===== config.mk =====
export PLATFORM = sky130hd
export DESIGN_NAME = ext_memory_bus_timing
export DESIGN_NICKNAME = d
export VERILOG_FILES = /design/src/verilog/emif_timing_pkg.sv /design/src/verilog/phase_timer.sv /design/src/verilog/ext_memory_bus_timing.sv
export VERILOG_INCLUDE_DIRS = /design/src /design/src/verilog
export SDC_FILE = /design/constraint.sdc
export NUM_CORES = 1
export LEC_CHECK = 0
export BUFFER_PORTS_ARGS = -buffer_cell sky130_fd_sc_hd__buf_2
export CAP_MARGIN = 20
export CELL_PAD_IN_SITES_DETAIL_PLACEMENT = 1
export CELL_PAD_IN_SITES_GLOBAL_PLACEMENT = 2
export CORE_MARGIN = 10
export CORE_UTILIZATION = 30
export CTS_BUF_LIST = sky130_fd_sc_hd__clkbuf_2 sky130_fd_sc_hd__clkbuf_4 sky130_fd_sc_hd__clkbuf_8
export DETAILED_ROUTE_END_ITERATION = 10
export HOLD_SLACK_MARGIN = 0.02
export MAX_ROUTING_LAYER = met4
export PLACE_DENSITY = 0.79
export SYNTH_ARGS = -nofsm -noshare
export SYNTH_HDL_FRONTEND = slang
export SYNTH_SLANG_ARGS = --single-unit
export TNS_END_PERCENT = 10

===== constraint.sdc =====
create_clock -name clk -period 3.19 [get_ports clk]
set_input_delay 0 -clock clk [delete_from_list [all_inputs] [get_ports clk]]
set_output_delay 0 -clock clk [all_outputs]
set_load 0.02 [all_outputs]

===== src/verilog/emif_timing_regs.svh =====
// constants of the external memory timing block: sfr location, fields, reset value, fixed counts
// assumes inclusion by the package and the top module only
// Functional notes
// - timing register at 0xEE page F, resets all ones
// - bits 5:2 give strobe width code plus one
// - muxed mode: latch enable high 1-4 cycles
// - muxed mode: latch enable low 1-7 before strobe (1-4 latch low plus 0-3 setup)
// - write data valid 1-19 cycles before strobe end
// - write data held 0-3 cycles after strobe
// - mode 101/110/111: separate address and data pins
// - mode 110: bank select drives upper address byte
// - mode 001/010/011: shared data and low address
// - mode 001/011: 8-bit access leaves upper byte undriven
// - muxed pins: strobes port 6, AD port 5, high port 4
// - config bit 4 selects multiplexed or not
// - transfer lasts timings plus four cycles
// - bank mode: 8-bit access takes high from bank page, low from pointer
`ifndef EMIF_TIMING_REGS_SVH
`define EMIF_TIMING_REGS_SVH
`define TIMING_CTRL_ADDR   8'hEE
`define TIMING_CTRL_PAGE   8'h0F
`define TIMING_CTRL_RESET  8'hFF
`define SETUP_MSB          7
`define SETUP_LSB          6
`define STROBE_MSB         5
`define STROBE_LSB         2
`define HOLD_MSB           1
`define HOLD_LSB           0
`define CFG_MUX_BIT        4
`define CFG_MODE_MSB       3
`define CFG_MODE_LSB       2
`define CFG_ALE_MSB        1
`define CFG_ALE_LSB        0
`define MODE_BANK_SELECT   2'h2
`define START_CYCLES       1
`define FINISH_CYCLES      3
`endif


===== src/verilog/emif_timing_pkg.sv =====
// types shared by the external memory timing block
// assumes the constants header sits beside it
package emif_timing_pkg;
    `include "emif_timing_regs.svh"

    typedef enum logic [2:0] {
        ST_IDLE   = 3'h0,
        ST_START  = 3'h1,
        ST_ALE_HI = 3'h3,
        ST_ALE_LO = 3'h2,
        ST_SETUP  = 3'h6,
        ST_STROBE = 3'h7,
        ST_HOLD   = 3'h5,
        ST_FINISH = 3'h4
    } bus_state_t;

    typedef struct packed {
        logic        write;
        logic        is_8bit;
        logic [15:0] addr;
        logic [7:0]  ptr_low;
        logic [7:0]  wdata;
    } xfer_req_t;

    typedef struct packed {
        logic [7:0] p3_out;
        logic [7:0] p3_oe;
        logic [7:0] p4_out;
        logic [7:0] p4_oe;
        logic [7:0] p5_out;
        logic [7:0] p5_oe;
        logic [2:0] p6_out;
        logic [2:0] p6_oe;
    } emif_pins_t;
endpackage


===== src/verilog/phase_timer.sv =====
// down counter timing one bus phase
// assumes load is asserted on the cycle before the phase starts
`timescale 1ns/1ps
module phase_timer #(
    parameter int WIDTH = 4
) (
    input  wire logic             clk,
    input  wire logic             reset_n,
    input  wire logic             load,
    input  wire logic [WIDTH-1:0] load_val,
    output logic                  expired
);
    logic [WIDTH-1:0] count_reg;

    generate
        if (WIDTH < 4) begin : g_width_check
            $error("phase_timer width too small for strobe codes");
        end
    endgenerate

    always_ff @(posedge clk or negedge reset_n) begin
        if (!reset_n) begin
            count_reg <= '0;
        end else if (load) begin
            count_reg <= load_val;
        end else if (count_reg != '0) begin
            count_reg <= count_reg - 1'b1;
        end
    end

    assign expired = (count_reg == '0);
endmodule // phase_timer


===== src/verilog/ext_memory_bus_timing.sv =====
// external memory bus sequencer with programmable setup, strobe, hold and latch enable timing
// assumes requests are already known to target off-chip space; config and bank page come from outside
`timescale 1ns/1ps
`include "emif_timing_regs.svh"
module ext_memory_bus_timing #(
    parameter int TIMER_WIDTH = 4
) (
    input  wire logic                        clk,
    input  wire logic                        reset_n,
    input  wire logic [7:0]                  sfr_addr,
    input  wire logic [7:0]                  sfr_page,
    input  wire logic                        sfr_wr,
    input  wire logic                        sfr_rd,
    input  wire logic [7:0]                  sfr_wdata,
    output logic [7:0]                       sfr_rdata,
    input  wire logic [7:0]                  ext_mem_config,
    input  wire logic [7:0]                  ext_mem_bank_page,
    input  wire logic                        req_valid,
    output logic                             req_ready,
    input  wire emif_timing_pkg::xfer_req_t  req,
    output logic                             xfer_done,
    output logic [7:0]                       rdata,
    input  wire logic [7:0]                  p5_in,
    output emif_timing_pkg::emif_pins_t      pins
);
    import emif_timing_pkg::*;

    ////////////////////////////////////////////////////////////////////////////
    // the strobe code alone needs four timer bits
    generate
        if (TIMER_WIDTH < 4) begin : g_timer_width_check
            $error("timer width too small for strobe codes");
        end
    endgenerate

    ////////////////////////////////////////////////////////////////////////////
    // timing register
    logic [7:0] ext_mem_timing_control_reg;
    logic [7:0] sfr_rdata_reg;
    wire        timing_hit = (sfr_addr == `TIMING_CTRL_ADDR) && (sfr_page == `TIMING_CTRL_PAGE);

    always_ff @(posedge clk or negedge reset_n) begin
        if (!reset_n) begin
            ext_mem_timing_control_reg <= `TIMING_CTRL_RESET;
        end else if (sfr_wr && timing_hit) begin
            ext_mem_timing_control_reg <= sfr_wdata;
        end
    end

    always_ff @(posedge clk or negedge reset_n) begin
        if (!reset_n) begin
            sfr_rdata_reg <= 8'h00;
        end else if (sfr_rd) begin
            sfr_rdata_reg <= timing_hit ? ext_mem_timing_control_reg : 8'h00;
        end
    end

    assign sfr_rdata = sfr_rdata_reg;

    ////////////////////////////////////////////////////////////////////////////
    // snapshot taken at accept; a mid-transfer register write must not bend the strobe in flight
    bus_state_t state_reg;
    bus_state_t state_next;
    xfer_req_t  req_reg;
    xfer_req_t  req_next;
    logic [7:0] timing_reg;
    logic [7:0] timing_next;
    logic [7:0] cfg_reg;
    logic [7:0] cfg_next;
    logic [7:0] bank_reg;
    logic [7:0] bank_next;
    logic [7:0] rdata_reg;
    emif_pins_t pins_reg;
    emif_pins_t pins_next;
    logic       expired;

    // ready is combinational so a waiting request is taken on the first idle edge
    wire accept = req_valid && (state_reg == ST_IDLE);
    assign req_ready = (state_reg == ST_IDLE);

    assign req_next    = accept ? req : req_reg;
    assign timing_next = accept ? ext_mem_timing_control_reg : timing_reg;
    assign cfg_next    = accept ? ext_mem_config : cfg_reg;
    assign bank_next   = accept ? ext_mem_bank_page : bank_reg;

    // mode decoding, applied to the captured and to the incoming configuration
    function automatic logic cfg_is_muxed(input logic [7:0] cfg);
        return !cfg[`CFG_MUX_BIT];
    endfunction

    function automatic logic cfg_is_bank(input logic [7:0] cfg);
        return cfg[`CFG_MODE_MSB:`CFG_MODE_LSB] == `MODE_BANK_SELECT;
    endfunction

    wire [1:0] setup_code  = timing_reg[`SETUP_MSB:`SETUP_LSB];
    wire [3:0] strobe_code = timing_reg[`STROBE_MSB:`STROBE_LSB];
    wire [1:0] hold_code   = timing_reg[`HOLD_MSB:`HOLD_LSB];
    wire [1:0] ale_code    = cfg_reg[`CFG_ALE_MSB:`CFG_ALE_LSB];
    wire       muxed       = cfg_is_muxed(cfg_reg);

    ////////////////////////////////////////////////////////////////////////////
    // phase lengths, as cycles minus one loaded into the timer
    function automatic logic [3:0] phase_len(input bus_state_t st);
        logic [3:0] len;
        len = 4'h0;
        unique case (st)
            ST_IDLE:   len = 4'h0;
            ST_START:  len = 4'(`START_CYCLES - 1);
            ST_ALE_HI: len = {2'h0, ale_code};
            ST_ALE_LO: len = {2'h0, ale_code};
            ST_SETUP:  len = {2'h0, setup_code - 2'h1};
            ST_STROBE: len = strobe_code;
            ST_HOLD:   len = {2'h0, hold_code - 2'h1};
            ST_FINISH: len = 4'(`FINISH_CYCLES - 1);
        endcase
        return len;
    endfunction

    wire bus_state_t after_addr   = (setup_code != 2'h0) ? ST_SETUP : ST_STROBE;
    wire bus_state_t after_strobe = (hold_code != 2'h0) ? ST_HOLD : ST_FINISH;

    always_comb begin
        state_next = state_reg;
        unique case (state_reg)
            ST_IDLE:   if (accept) state_next = ST_START;
            ST_START:  if (expired) state_next = muxed ? ST_ALE_HI : after_addr;
            ST_ALE_HI: if (expired) state_next = ST_ALE_LO;
            ST_ALE_LO: if (expired) state_next = after_addr;
            ST_SETUP:  if (expired) state_next = ST_STROBE;
            ST_STROBE: if (expired) state_next = after_strobe;
            ST_HOLD:   if (expired) state_next = ST_FINISH;
            ST_FINISH: if (expired) state_next = ST_IDLE;
        endcase
    end

    // every state change reloads the timer, so a phase never inherits a stale count
    wire                   timer_load = (state_next != state_reg);
    wire [TIMER_WIDTH-1:0] phase_load = TIMER_WIDTH'(phase_len(state_next));

    phase_timer #(
        .WIDTH (TIMER_WIDTH)
    ) u_phase_timer (
        .clk      (clk),
        .reset_n  (reset_n),
        .load     (timer_load),
        .load_val (phase_load),
        .expired  (expired)
    );

    assign xfer_done = (state_reg == ST_FINISH) && expired;

    ////////////////////////////////////////////////////////////////////////////
    // pin image for the next cycle, registered so the pins never glitch
    wire       nx_busy   = (state_next != ST_IDLE);
    wire       nx_muxed  = cfg_is_muxed(cfg_next);
    wire       nx_addr   = (state_next == ST_START) || (state_next == ST_ALE_HI) || (state_next == ST_ALE_LO);
    wire       nx_data   = (state_next == ST_SETUP) || (state_next == ST_STROBE) || (state_next == ST_HOLD);
    wire       nx_bank   = cfg_is_bank(cfg_next);
    wire       nx_hi_en  = nx_busy && (!req_next.is_8bit || nx_bank);
    wire [7:0] nx_hi     = req_next.is_8bit ? bank_next : req_next.addr[15:8];
    wire [7:0] nx_lo     = req_next.is_8bit ? req_next.ptr_low : req_next.addr[7:0];
    wire       nx_wr_dat = nx_data && req_next.write;
    wire       nx_strobe = (state_next == ST_STROBE);

    always_comb begin
        pins_next = '0;
        pins_next.p6_out = {(state_next == ST_ALE_HI), !(nx_strobe && !req_next.write),
                            !(nx_strobe && req_next.write)};
        pins_next.p6_oe  = {nx_muxed, 2'h3};
        if (nx_muxed) begin
            // latch passes the address while enable is high and holds it once it falls
            pins_next.p5_out = nx_addr ? nx_lo : req_next.wdata;
            pins_next.p5_oe  = {8{nx_addr || nx_wr_dat}};
            pins_next.p4_out = nx_hi;
            pins_next.p4_oe  = {8{nx_hi_en}};
        end else begin
            pins_next.p5_out = req_next.wdata;
            pins_next.p5_oe  = {8{nx_wr_dat}};
            pins_next.p4_out = nx_lo;
            pins_next.p4_oe  = {8{nx_busy}};
            pins_next.p3_out = nx_hi;
            pins_next.p3_oe  = {8{nx_hi_en}};
        end
    end

    ////////////////////////////////////////////////////////////////////////////
    // state and capture registers
    always_ff @(posedge clk or negedge reset_n) begin
        if (!reset_n) begin
            state_reg  <= ST_IDLE;
            req_reg    <= '0;
            timing_reg <= `TIMING_CTRL_RESET;
            cfg_reg    <= 8'h00;
            bank_reg   <= 8'h00;
        end else begin
            state_reg  <= state_next;
            req_reg    <= req_next;
            timing_reg <= timing_next;
            cfg_reg    <= cfg_next;
            bank_reg   <= bank_next;
        end
    end

    always_ff @(posedge clk or negedge reset_n) begin
        if (!reset_n) begin
            // strobes idle high and latch enable undriven straight out of reset
            pins_reg <= '{p6_out: 3'h3, p6_oe: 3'h3, default: '0};
        end else begin
            pins_reg <= pins_next;
        end
    end

    // read data taken on the last strobe cycle, the latest point the memory is still enabled
    always_ff @(posedge clk or negedge reset_n) begin
        if (!reset_n) begin
            rdata_reg <= 8'h00;
        end else if ((state_reg == ST_STROBE) && expired && !req_reg.write) begin
            rdata_reg <= p5_in;
        end
    end

    assign rdata = rdata_reg;
    assign pins  = pins_reg;
endmodule // ext_memory_bus_timing


### After elaboration in Yosys (flattened, before gate mapping)

Cells that the tools add are included.

| word-level totals | value |
|---|---|
| logic and storage cells | 99 |
| bits in latches | 0 |
| register bits after elaboration | 138 |
| RAM bits | 0 |
| ROM bits | 0 |
| output and inout bits | 72 |
| memories kept | 0 |
| input bits | 87 |

| cells by class | value |
|---|---|
| $add $sub $neg | 3 |
| $lt $le $gt $ge | 0 |
| div/mod/pow operators | 0 |
| bitwise gates (word level) | 0 |
| muxes and demuxes | 24 |
| reductions and logical operators | 32 |
| $mul | 0 |
| eq/ne operators | 18 |
| shift-type cells | 0 |

Operators with widths:

| cell | number |
|---|---|
| 8-bit 2-to-1 mux | 5 |
| 34-bit 2-to-1 mux | 1 |
| 32-bit 2-to-1 mux | 1 |
| 3-bit 2-to-1 mux | 9 |
| 3-bit equality test, second input constant | 8 |
| 3-bit one-hot mux with 8 select lines | 1 |
| 4-bit one-hot mux with 6 select lines | 1 |
| 16-bit 2-to-1 mux | 1 |
| 3-bit by 2-bit equality test with 1-bit output, second input constant | 4 |
| 1-bit logical AND | 10 |
| 8-bit by 4-bit equality test with 1-bit output, second input constant | 1 |
| 8-bit equality test, second input constant | 1 |
| 4-bit 2-to-1 mux | 2 |
| 3-bit by 1-bit equality test with 1-bit output, second input constant | 2 |
| 1-bit zero test | 6 |
| 3-bit zero test | 2 |
| 1-bit logical OR | 6 |
| 2-bit nonzero test | 3 |
| 5-bit 2-to-1 mux | 1 |
| 4-bit zero test | 1 |
| 4-bit nonzero test | 1 |
| 2-bit OR reduction | 2 |
| 2-bit by 1-bit subtractor with 2-bit output, second input constant | 2 |
| 4-bit by 1-bit subtractor with 4-bit output, second input constant | 1 |
| 4 further kinds | 5 |

### Longest topological paths before layout

Gate-level depths: netlist of run 1.

| logic depth | value |
|---|---|
| word-level depth | 11 |
| mapped depth | 9 |
| mapped depth without buffers | 9 |

### Cells and area by module

From an unflattened synthesis of run 1, not the netlist that was laid out.

| second synthesis, totals | value |
|---|---|
| cells, all modules | 458 |
| area total of the unflattened synthesis | 5525.3 µm² |

By module, submodules not included:

| module | seq. area each (µm²) | cells an instance | area an instance (µm²) | instances |
|---|---|---|---|---|
| ext_memory_bus_timing | 2850.2 | 435 | 5292.6 | 1 |
| phase_timer | 100.1 | 23 | 232.7 | 1 |

### Worst setup path before layout of run 1

Ideal clock, no wire load.

| timing path | value |
|---|---|
| kind | register -> register |
| start point | reg state_reg[1] |
| end point | reg pins_reg, in the netlist pins[50] |
| period minus slack after synthesis | 2.341 ns |
| stages on the path, launching flop included | 9 |
| setup time | 0.119 ns |
| path buffers | 3 |
| data arrival time | 2.222 ns |
| slack | 0.849 ns |
| required time | 3.071 ns |
| path through | dfrtp_1 -> buf_4 -> nor3_2 -> and2_4 -> buf_6 -> buf_4 -> mux2_2 -> mux2_2 -> and2_1 |

RTL lines:

| what | RTL line | source |
|---|---|---|
| start, declared | ext_memory_bus_timing.sv:62 | `bus_state_t state_reg;` |
| start signal, assigned | ext_memory_bus_timing.sv:196 | `state_reg <= state_next;` |
| end signal, assigned | ext_memory_bus_timing.sv:209 | `pins_reg <= pins_next;` |
| end, declared | ext_memory_bus_timing.sv:73 | `emif_pins_t pins_reg;` |

==> flow_summary.yaml, run 1 <==
critical_path:
  timing.reg2reg.setup_slack_ns: 0.48
  r2r-end: "pins[18]"
  arrival_ns: 3.06
  end_kind: "register"
  r2r-start: "u_phase_timer.count_reg[0]"
  cp-endpoint: "pins[18]"
  start_kind: "register"
  crit_type: "reg2reg"
  required_ns: 3.53
  cp-startpoint: "u_phase_timer.count_reg[0]"
  ff2ff_path_depth: 9
  crit_fanout: 10
synthesis:
  yosys-top-cells-area: "dfrtp_1, mux2_2, dfstp_2"
  synthTopCellsByCount: "dfrtp_1, mux2_2, buf_4"
  synth_top_area_share_pct: 48.5
  syn_inst: 385
  ys.flop_type: "dfrtp_1"
  syn_area_sq_um: 5100
  synth.most_common_cell: "dfrtp_1"
  avgSynthCellArea_sq_um: 13.3
  yosysWarnings: 0
  yosysTopAreaCell: "dfrtp_1"
  ys_ff_latch: 117
  yosys.cell_types.count: 47
  seq_area_frac_synth_pct: 57.8
  async_flop_share_pct: 100
  synth_edf_count: 0
finish:
  final-seq-area_sq_um: 2950
  drive_gt1_share_pct: 49.1
  utilization_pct: 42.0
  nNetsFinal: 683
  largest_register_ffs: 34
  fill_cells: 1797
  multiInputGateArea_sq_um: 1800
  area_growth_pct: 36.8
  layout.cells.non_filler: 832
  final_area_sq_um: 6980
route:
  via_count: 3719
  totalWireLength_um: 15100
  drt_first_pass_iters: 4
  antenna_left: 0
  viasPerCell: 4.47
  drc: 0
  drt_iter0_markers: 113
  routedWlPerCell_um: 18.1
placed_design:
  io_buffers: 153
  placed_area_sq_um: 5960
  post-dp-hpwl_um: 10500
  place_congestion: 0.758
  place_inst: 731
grt:
  grt_pass1_wl_um: 23300
  grt_max_degree: 70
  antenna_found_initial: 4
  grt_overflow: 0
  track_usage_pct: 13.7
  grt_pass1_vias: 4360
timing:
  final-setup-viol-count: 0
  rsz0062_at_grt: "no"
  final-hold-violation-count: 0
  clock_skew_ns: 0.0112
  slew_headroom_pct: 38.3
  worstMarginPinSlew_ns: 0.926
  timing.final.max_slew_violations: 0
  fin_crit_sh_pct: 85.0
  finalSetupTns_ns: 0
  fmax_ghz: 0.369
  fin_crit_ns: 2.71
floorplan:
  die-area_sq_um: 22600
  core_area_sq_um: 16600
  die_h_um: 150
  dieWidth_um: 150
  io_pins: 159
  initial_core_util_pct: 30.7
  rows: 47
hold_path:
  hold_class: "in2reg"
clock_tree:
  clk_pin_slew_worst_paths_ns: 0.07
  post_cts_buffers: 0
  clk_latency_ns: 0.44
  clk_path_buf_depth: 2
  cts-buffers-inserted: 17
  clock-sinks: 117
  h-tree-depth: 4
  cts_hold_buf: 65
  ctsResizeCount: 0
  cts_tree: "done"
  clock-root-buffer: "clkbuf_8"
pwr:
  peakVddDrop_uv: 312
  power_density_nw_per_um2: 945
  fin_total_pwr_mw: 6.60
  p_leak_nw: 3.30
run_status:
  status: "completed"
flow_run:
  maxCapViolCount: 0
-- worst min path at each step --
| stage | start | endpoint | slack, ns | depth (start not counted) |
|---|---|---|---|---|
| floorplan | reset_n | bank_reg[0] | -0.30 | 0 |
| global placement | reset_n | req_reg[31] | 0.17 | 1 |
| detailed placement | reset_n | req_reg[31] | 0.20 | 1 |
| CTS | sfr_wr | ext_mem_timing_control_reg[4] | 0.03 | 3 |
| global route | sfr_wr | ext_mem_timing_control_reg[1] | 0.05 | 3 |
| finish | sfr_wr | ext_mem_timing_control_reg[4] | 0.04 | 3 |
-- power breakdown --
group | switching (mW) | leakage, nW | total [mW] | internal, mW
Clock | 0.591 | 0.193 | 1.26 | 0.673
Sequential | 0.269 | 1.41 | 2.34 | 2.07
Combinational | 1.77 | 1.70 | 3.00 | 1.23
-- metal layers --
metal,wire length [um],vias to the layer above,track usage [%]
met2,7640,114,22.6
met3,822,23,3.81
met4,340,0,6.22
met1,6260,1852,15.3
met5,0,-,-
li1,-,1730,-
-- through the flow --
step | setup slack, ns | hold slack [ns]
global placement | 0.649 | 0.172
finish | 0.478 | 0.0419
global route | 0.283 | 0.0455
floorplan | 0.849 | -0.296
detailed placement | 0.504 | 0.197
CTS | 0.462 | 0.0277
-- layout make-up --
type	count	share of cell area (%)
antenna	5	0.179
sequential	117	42.3
multi-input combinational	209	25.8
clock inverter	9	1.15
timing repair buffer	225	21.3
clock buffer	22	4.07
inverter	25	1.34
tap	220	3.94
-- cell families after synthesis --
family / synth area share [%]
other: 0.0735
flip-flops: 57.8
adder cells (fa/ha/maj): 0.245
multiplexers: 21.6
AO/OA/AOI/OAI: 4.49
AND/OR/NAND/NOR: 8.36
buffers and inverters: 6.94
XOR/XNOR: 0.515
-- placed cells by master (no fill, tap or decap), types with 3 or more instances in the layout --
cell type and instances:
nor2_1 5, clkbuf_8 19, a21oi_1 7, buf_2 152
mux2i_1 26, buf_4 7, dfrtp_1 99, mux2_2 68
and2_1 9, dlygate4sd3_1 65, diode_2 5, nand2_1 15
nand4b_1 3, nor3_1 8, nand3_1 13, xnor2_1 3
clkbuf_4 3, o21ai_0 19, dfstp_2 18, clkinv_2 5
inv_1 22, inv_2 3
-- worst max-delay path, cell delays in order, from the launching register on --
cell and delay [ns]:
dfrtp_1 0.37, inv_1 0.09, ha_1 0.20, nor3b_4 0.44, and2_1 0.21, mux2_4 0.34, inv_2 0.16, nor2_4 0.07
nor3_4 0.44, mux2i_1 0.29
Power figures use the tool's default switching activity.
==> run 2, diff against run 1 <==
--- a/config.mk
+++ b/config.mk
@@ -11,13 +11,14 @@
 export CELL_PAD_IN_SITES_DETAIL_PLACEMENT = 1
 export CELL_PAD_IN_SITES_GLOBAL_PLACEMENT = 2
 export CORE_MARGIN = 10
-export CORE_UTILIZATION = 30
+export CORE_UTILIZATION = 25
 export CTS_BUF_LIST = sky130_fd_sc_hd__clkbuf_2 sky130_fd_sc_hd__clkbuf_4 sky130_fd_sc_hd__clkbuf_8
 export DETAILED_ROUTE_END_ITERATION = 10
 export HOLD_SLACK_MARGIN = 0.02
 export MAX_ROUTING_LAYER = met4
-export PLACE_DENSITY = 0.79
+export PLACE_DENSITY = 0.69
 export SYNTH_ARGS = -nofsm -noshare
 export SYNTH_HDL_FRONTEND = slang
+export SYNTH_HIERARCHICAL = 1
 export SYNTH_SLANG_ARGS = --single-unit
 export TNS_END_PERCENT = 10
==> flow_summary.yaml, run 2 <==
timing:
  final-hold-violation-count: 0
  worstMarginPinSlew_ns: 0.798
  timing.final.max_slew_violations: 0
  fmax_ghz: 0.362
  rsz0062_at_grt: "no"
  finalSetupTns_ns: 0
  fin_crit_ns: 2.76
  slew_headroom_pct: 46.8
  fin_crit_sh_pct: 86.5
  final-setup-viol-count: 0
  clock_skew_ns: 0.0144
floorplan:
  io_pins: 159
  core_area_sq_um: 21800
  die-area_sq_um: 28400
  die_h_um: 169
  initial_core_util_pct: 25.4
  dieWidth_um: 169
  rows: 54
route:
  via_count: 4192
  antenna_left: 0
  drc: 0
  drt_first_pass_iters: 5
  totalWireLength_um: 16600
  viasPerCell: 4.43
  routedWlPerCell_um: 17.6
  drt_iter0_markers: 153
pwr:
  peakVddDrop_uv: 265
  p_leak_nw: 3.41
  pwr-share-clk_pct: 21.3
  p_comb_share_pct: 44.7
  power_density_nw_per_um2: 951
  internal-power_mw: 4.28
  switching_share_pct: 39.9
  power_switching_mw: 2.84
  p_seq_share_pct: 34.0
synthesis:
  synth_mux_area_share_pct: 19.1
  ys.flop_type: "dfrtp_1"
  synth_top_family_by_area: "multiplexers"
  yosysWarnings: 6
  synth-xor-area-share_pct: 0.793
  synthTopCellsByCount: "dfrtp_1, mux2_2, buf_4"
  yosys.cell_types.count: 55
  async_flop_share_pct: 100
  synth.most_common_cell: "dfrtp_1"
  avgSynthCellArea_sq_um: 12.1
  syn_inst: 458
  yosys.area_share.adder_pct: 0.226
  ys_ff_latch: 117
  yosys-top-cells-area: "dfrtp_1, mux2_2, dfstp_2"
  synth_compound_area_share_pct: 8.92
  seq_area_frac_synth_pct: 53.4
  synth_edf_count: 0
  synth_top_area_share_pct: 44.8
  yosysTopAreaCell: "dfrtp_1"
  synthSimpleGateAreaFrac_pct: 10.1
  syn_area_sq_um: 5530
grt:
  grt_max_degree: 60
  grt_overflow: 0
  grt_pass1_vias: 4840
  antenna_found_initial: 0
  grt_pass1_wl_um: 26100
  track_usage_pct: 11.9
critical_path:
  crit_fanout: 10
  cp-startpoint: "u_phase_timer/count_reg[0]"
  end_kind: "register"
  r2r-start: "u_phase_timer/count_reg[0]"
  crit_type: "reg2reg"
  required_ns: 3.51
  start_kind: "register"
  arrival_ns: 3.08
finish:
  final_common_cell: "buf_2"
  area_growth_pct: 35.4
  drive_gt1_share_pct: 44.7
  fill_cells: 2443
  nNetsFinal: 742
  largest_register_ffs: 34
  final_area_sq_um: 7480
  antennaDiodeCount: 0
  multiInputGateArea_sq_um: 2170
  final_cell_mix: "buf_2, dfrtp_1, mux2_2, dlygate4sd3_1, nand2_1"
  final-seq-area_sq_um: 2950
clock_tree:
  clk_path_buf_depth: 2
  h-tree-depth: 4
  post_cts_buffers: 0
  cts_tree: "done"
  clock-sinks: 117
  clock-root-buffer: "clkbuf_8"
  clk_pin_slew_worst_paths_ns: 0.07
  clk_latency_ns: 0.44
  cts-buffers-inserted: 17
hold_path:
  hold_class: "in2reg"
  worstHoldStart: "sfr_wr"
placed_design:
  place_congestion: 0.758
  placed_area_sq_um: 6400
  io_buffers: 153
  post-dp-hpwl_um: 12000
run_status:
  status: "completed"
flow_run:
  maxCapViolCount: 0
run 2: path summary, 6_finish.rpt:
kind / endpoint / slack [ns] / cells past startpoint
worst max-delay path: u_phase_timer/count_reg[3] / 0.43 / 9
worst min-delay path: ext_mem_timing_control_reg[2] / 0.17 / 3
worst max register to register: u_phase_timer/count_reg[3] / 0.43 / 9
worst min register to register: req_reg[31] / 0.50 / 1
max in group asynchronous: timing_reg[3] / 2.15 / 3
min in group asynchronous: req_reg[2] / 0.18 / 2
run 2: kinds of logic (layout without fill, tap and decap cells):
family,count (synthesis),in the layout
buf+inv,68,276
flops,117,117
compound gates,76,76
fa+ha+maj,1,1
simple gates,95,95
other cells,1,2
mux,95,95
xor+xnor,5,5
run 2: area by class of cell:
cell class              instances  share of cell area (%)
clock inverters                13                    2.41
well taps                     280                    4.68
flip-flops and latches        117                    39.4
multi-input cells             274                    29.0
repair buffers                223                    19.9
clock buffers                  19                    3.50
inverters                      21                    1.05
run 2: through the flow:
| stage | setup WS [ns] | total power, mW | instances | utilization, % | hold WS, ns |
|---|---|---|---|---|---|
| 2_1_floorplan | 0.734 | 4.76 | 459 | - | -0.296 |
| 3_3_place_gp | 0.600 | 5.47 | 851 | 29.4 | 0.117 |
| 3_5_place_dp | 0.445 | 5.60 | 851 | 29.4 | 0.147 |
| 5_1_grt | 0.232 | 7.63 | 947 | 34.4 | 0.189 |
| 4_1_cts | 0.428 | 7.23 | 947 | 34.4 | 0.150 |
| 6_report | 0.430 | 7.12 | 947 | 34.4 | 0.165 |
run 2: per-layer routing:
metal / track usage [%] / share of wire [%]
met2: 20.2 / 52
met4: 4.39 / 1.5
met1: 13.2 / 43
met5: - / 0
met3: 2.94 / 4.4
run 2: power by group through the flow:
stage          clock network (mW)  logic, mW  registers (mW)
6_report                     1.52       3.18            2.42
5_1_grt                      1.63       3.50            2.50
4_1_cts                      1.57       3.23            2.43
3_5_place_dp                    0       3.15            2.46
3_3_place_gp                    0       3.06            2.41
2_1_floorplan                   0       2.18            2.59
run 2: what timing repair did:
action / 4_1_cts / 5_1_grt
gates resized for setup: 0 / 0
hold buffers: 64 / 0
endpoints found under the hold margin: 139 / 0
run 2: critical path, stage by stage, from the launching register on:
cell	delay, ns
dfrtp_1	0.38
inv_1	0.09
ha_1	0.22
nor3b_4	0.42
nand2_1	0.17
a221oi_2	0.42
a311o_1	0.19
a22o_1	0.32
nor3_1	0.10
a221o_1	0.34
==> run 3, diff against run 2 <==
--- a/config.mk
+++ b/config.mk
@@ -10,6 +10,7 @@
 export CAP_MARGIN = 20
 export CELL_PAD_IN_SITES_DETAIL_PLACEMENT = 1
 export CELL_PAD_IN_SITES_GLOBAL_PLACEMENT = 2
+export CORE_ASPECT_RATIO = 0.7
 export CORE_MARGIN = 10
 export CORE_UTILIZATION = 25
 export CTS_BUF_LIST = sky130_fd_sc_hd__clkbuf_2 sky130_fd_sc_hd__clkbuf_4 sky130_fd_sc_hd__clkbuf_8
@@ -17,6 +18,7 @@
 export HOLD_SLACK_MARGIN = 0.02
 export MAX_ROUTING_LAYER = met4
 export PLACE_DENSITY = 0.69
+export SKIP_LAST_GASP = 1
 export SYNTH_ARGS = -nofsm -noshare
 export SYNTH_HDL_FRONTEND = slang
 export SYNTH_HIERARCHICAL = 1
==> flow_summary.yaml, run 3 (synthesized netlist as in run 2, its figures left out) <==
critical_path:
  end_kind: "register"
  cp_top_family: "compound AO/OA/AOI/OAI gates"
  timing.reg2reg.setup_slack_ns: 0.45
  cp-startpoint: "u_phase_timer/count_reg[0]"
  r2r-start: "u_phase_timer/count_reg[0]"
  cp_slowest_cell: "nor3b_4"
  crit_chain: "inv_1 -> ha_1 -> nor3b_4 -> nand2_1 -> a221oi_2 -> a311o_1 -> a22o_1 -> nor3_1 -> a221o_1"
  start_kind: "register"
  crit_fanout: 10
  slowest_delay_ns: 0.42
  crit_type: "reg2reg"
  ff2ff_path_depth: 9
  r2r-end: "u_phase_timer/count_reg[3]"
  arrival_ns: 3.07
  required_ns: 3.51
  crit_buf_inv: 1
timing:
  finalSetupTns_ns: 0
  final-hold-violation-count: 0
  fin_crit_sh_pct: 86.0
  fmax_ghz: 0.364
  rsz0062_at_grt: "no"
  fin_crit_ns: 2.74
  clock_skew_ns: 0.0147
  worstMarginPinSlew_ns: 0.856
  final-setup-viol-count: 0
  timing.final.max_slew_violations: 0
  slew_headroom_pct: 42.9
pwr:
  switching_share_pct: 40.5
  internal-power_mw: 4.18
  pwr-share-clk_pct: 20.0
  power_switching_mw: 2.85
  p_comb_share_pct: 45.2
  power_density_nw_per_um2: 943
  p_leak_nw: 3.41
  peakVddDrop_uv: 232
  p_seq_share_pct: 34.8
clock_tree:
  h-tree-depth: 4
  clk_path_buf_depth: 2
  clock-root-buffer: "clkbuf_8"
  clock-sinks: 117
  clk_pin_slew_worst_paths_ns: 0.07
  cts-buffers-inserted: 17
  clk_latency_ns: 0.44
  cts_tree: "done"
floorplan:
  io_pins: 159
  dieWidth_um: 198
  die-area_sq_um: 28500
  core_area_sq_um: 21700
  initial_core_util_pct: 25.4
  rows: 45
  die_h_um: 144
finish:
  final_cell_mix: "buf_2, dfrtp_1, mux2_2, dlygate4sd3_1, nand2_1"
  largest_register_ffs: 34
  utilization_pct: 34.3
  drive_gt1_share_pct: 44.9
  fill_cells: 2436
  area_growth_pct: 34.9
  final_area_sq_um: 7450
  nNetsFinal: 745
  layout.cells.non_filler: 952
  final_common_cell: "buf_2"
  antennaDiodeCount: 0
route:
  routedWlPerCell_um: 17.7
  viasPerCell: 4.36
  via_count: 4155
  totalWireLength_um: 16900
  drt_iter0_markers: 124
  antenna_left: 0
  drt_first_pass_iters: 4
  drc: 0
grt:
  antenna_found_initial: 0
  track_usage_pct: 12.5
  grt_pass1_wl_um: 26400
  grt_pass1_vias: 4666
  grt_overflow: 0
  grt_max_degree: 72
placed_design:
  place_congestion: 0.748
  post-dp-hpwl_um: 12600
  placed_area_sq_um: 6410
  io_buffers: 153
  place_inst: 856
hold_path:
  worstHoldEndpoint: "pins[2]"
  holdPathStages: 3
  hold_class: "in2reg"
  worstHoldStart: "req_valid"
run_status:
  status: "completed"
flow_run:
  maxCapViolCount: 0
[run 3: cell count changes in the layout (fill, tap and decap cells not counted), moves of 2 or more]
cell and delta:
buf_4 +5, buf_12 -2, bufinv_16 -2, clkbuf_4 +2
clkbuf_8 +2, clkinv_4 -2
[run 3: layer usage]
layer / routed length (um) / part of all wire [%] / track usage, % / up-vias
met3: 788 / 4.7 / 3.11 / 10
met2: 7730 / 46 / 19.5 / 114
met1: 8200 / 49 / 15.7 / 2051
met5: 0 / 0 / - / -
li1: - / - / - / 1980
met4: 159 / 0.94 / 3.75 / 0
[run 3: cell type report]
| type | instances | area [sq um] | share of cell area [%] |
|---|---|---|---|
| inverters | 21 | 78.8 | 1.06 |
| clock buffers | 23 | 304 | 4.08 |
| flip-flops and latches | 117 | 2950 | 39.6 |
| multi-input cells | 274 | 2180 | 29.2 |
| well taps | 282 | 353 | 4.74 |
| repair buffers | 226 | 1490 | 20.0 |
| clock inverters | 9 | 100 | 1.34 |
[run 3: worst max path at each step]
stage	endpoint	slack (ns)	cells past startpoint
2_1_floorplan	u_phase_timer/count_reg[3]	0.73	10
3_3_place_gp	pins[16]	0.57	8
3_5_place_dp	u_phase_timer/count_reg[3]	0.46	9
4_1_cts	pins[17]	0.44	8
5_1_grt	u_phase_timer/count_reg[3]	0.22	9
6_report	u_phase_timer/count_reg[3]	0.45	9
[run 3: worst reg2reg max path: cells and delay by family, from the launching register on]
family                   cells  cell delay (ns)
adder cells (fa/ha/maj)      1             0.22
AO/OA/AOI/OAI                4             1.24
buffers and inverters        1             0.09
AND/OR/NAND/NOR              3             0.69
flip-flops                   1             0.39
[run 3: stage by stage]
stage	power (mW)	hold WS [ns]	setup slack (ns)
detailed placement	5.66	0.0804	0.463
global placement	5.54	0.0611	0.573
finish	7.02	0.0871	0.445
CTS	7.16	0.0559	0.441
floorplan	4.76	-0.296	0.734
global route	7.58	0.0670	0.221
[run 3: what timing repair did]
action / 4_1_cts / 5_1_grt
endpoints found under the hold margin: 128 / 0
hold buffers: 64 / 0
resized for setup: 0 / 0
setup buffers: 0 / 0
[run 3: power by group through the flow]
stage	combinational [mW]	sequential (mW)	clock, mW
after CTS	3.25	2.46	1.46
after floorplan	2.18	2.59	0
after global placement	3.09	2.44	0
final	3.18	2.45	1.40
after detailed placement	3.17	2.49	0
after global routing	3.53	2.53	1.53
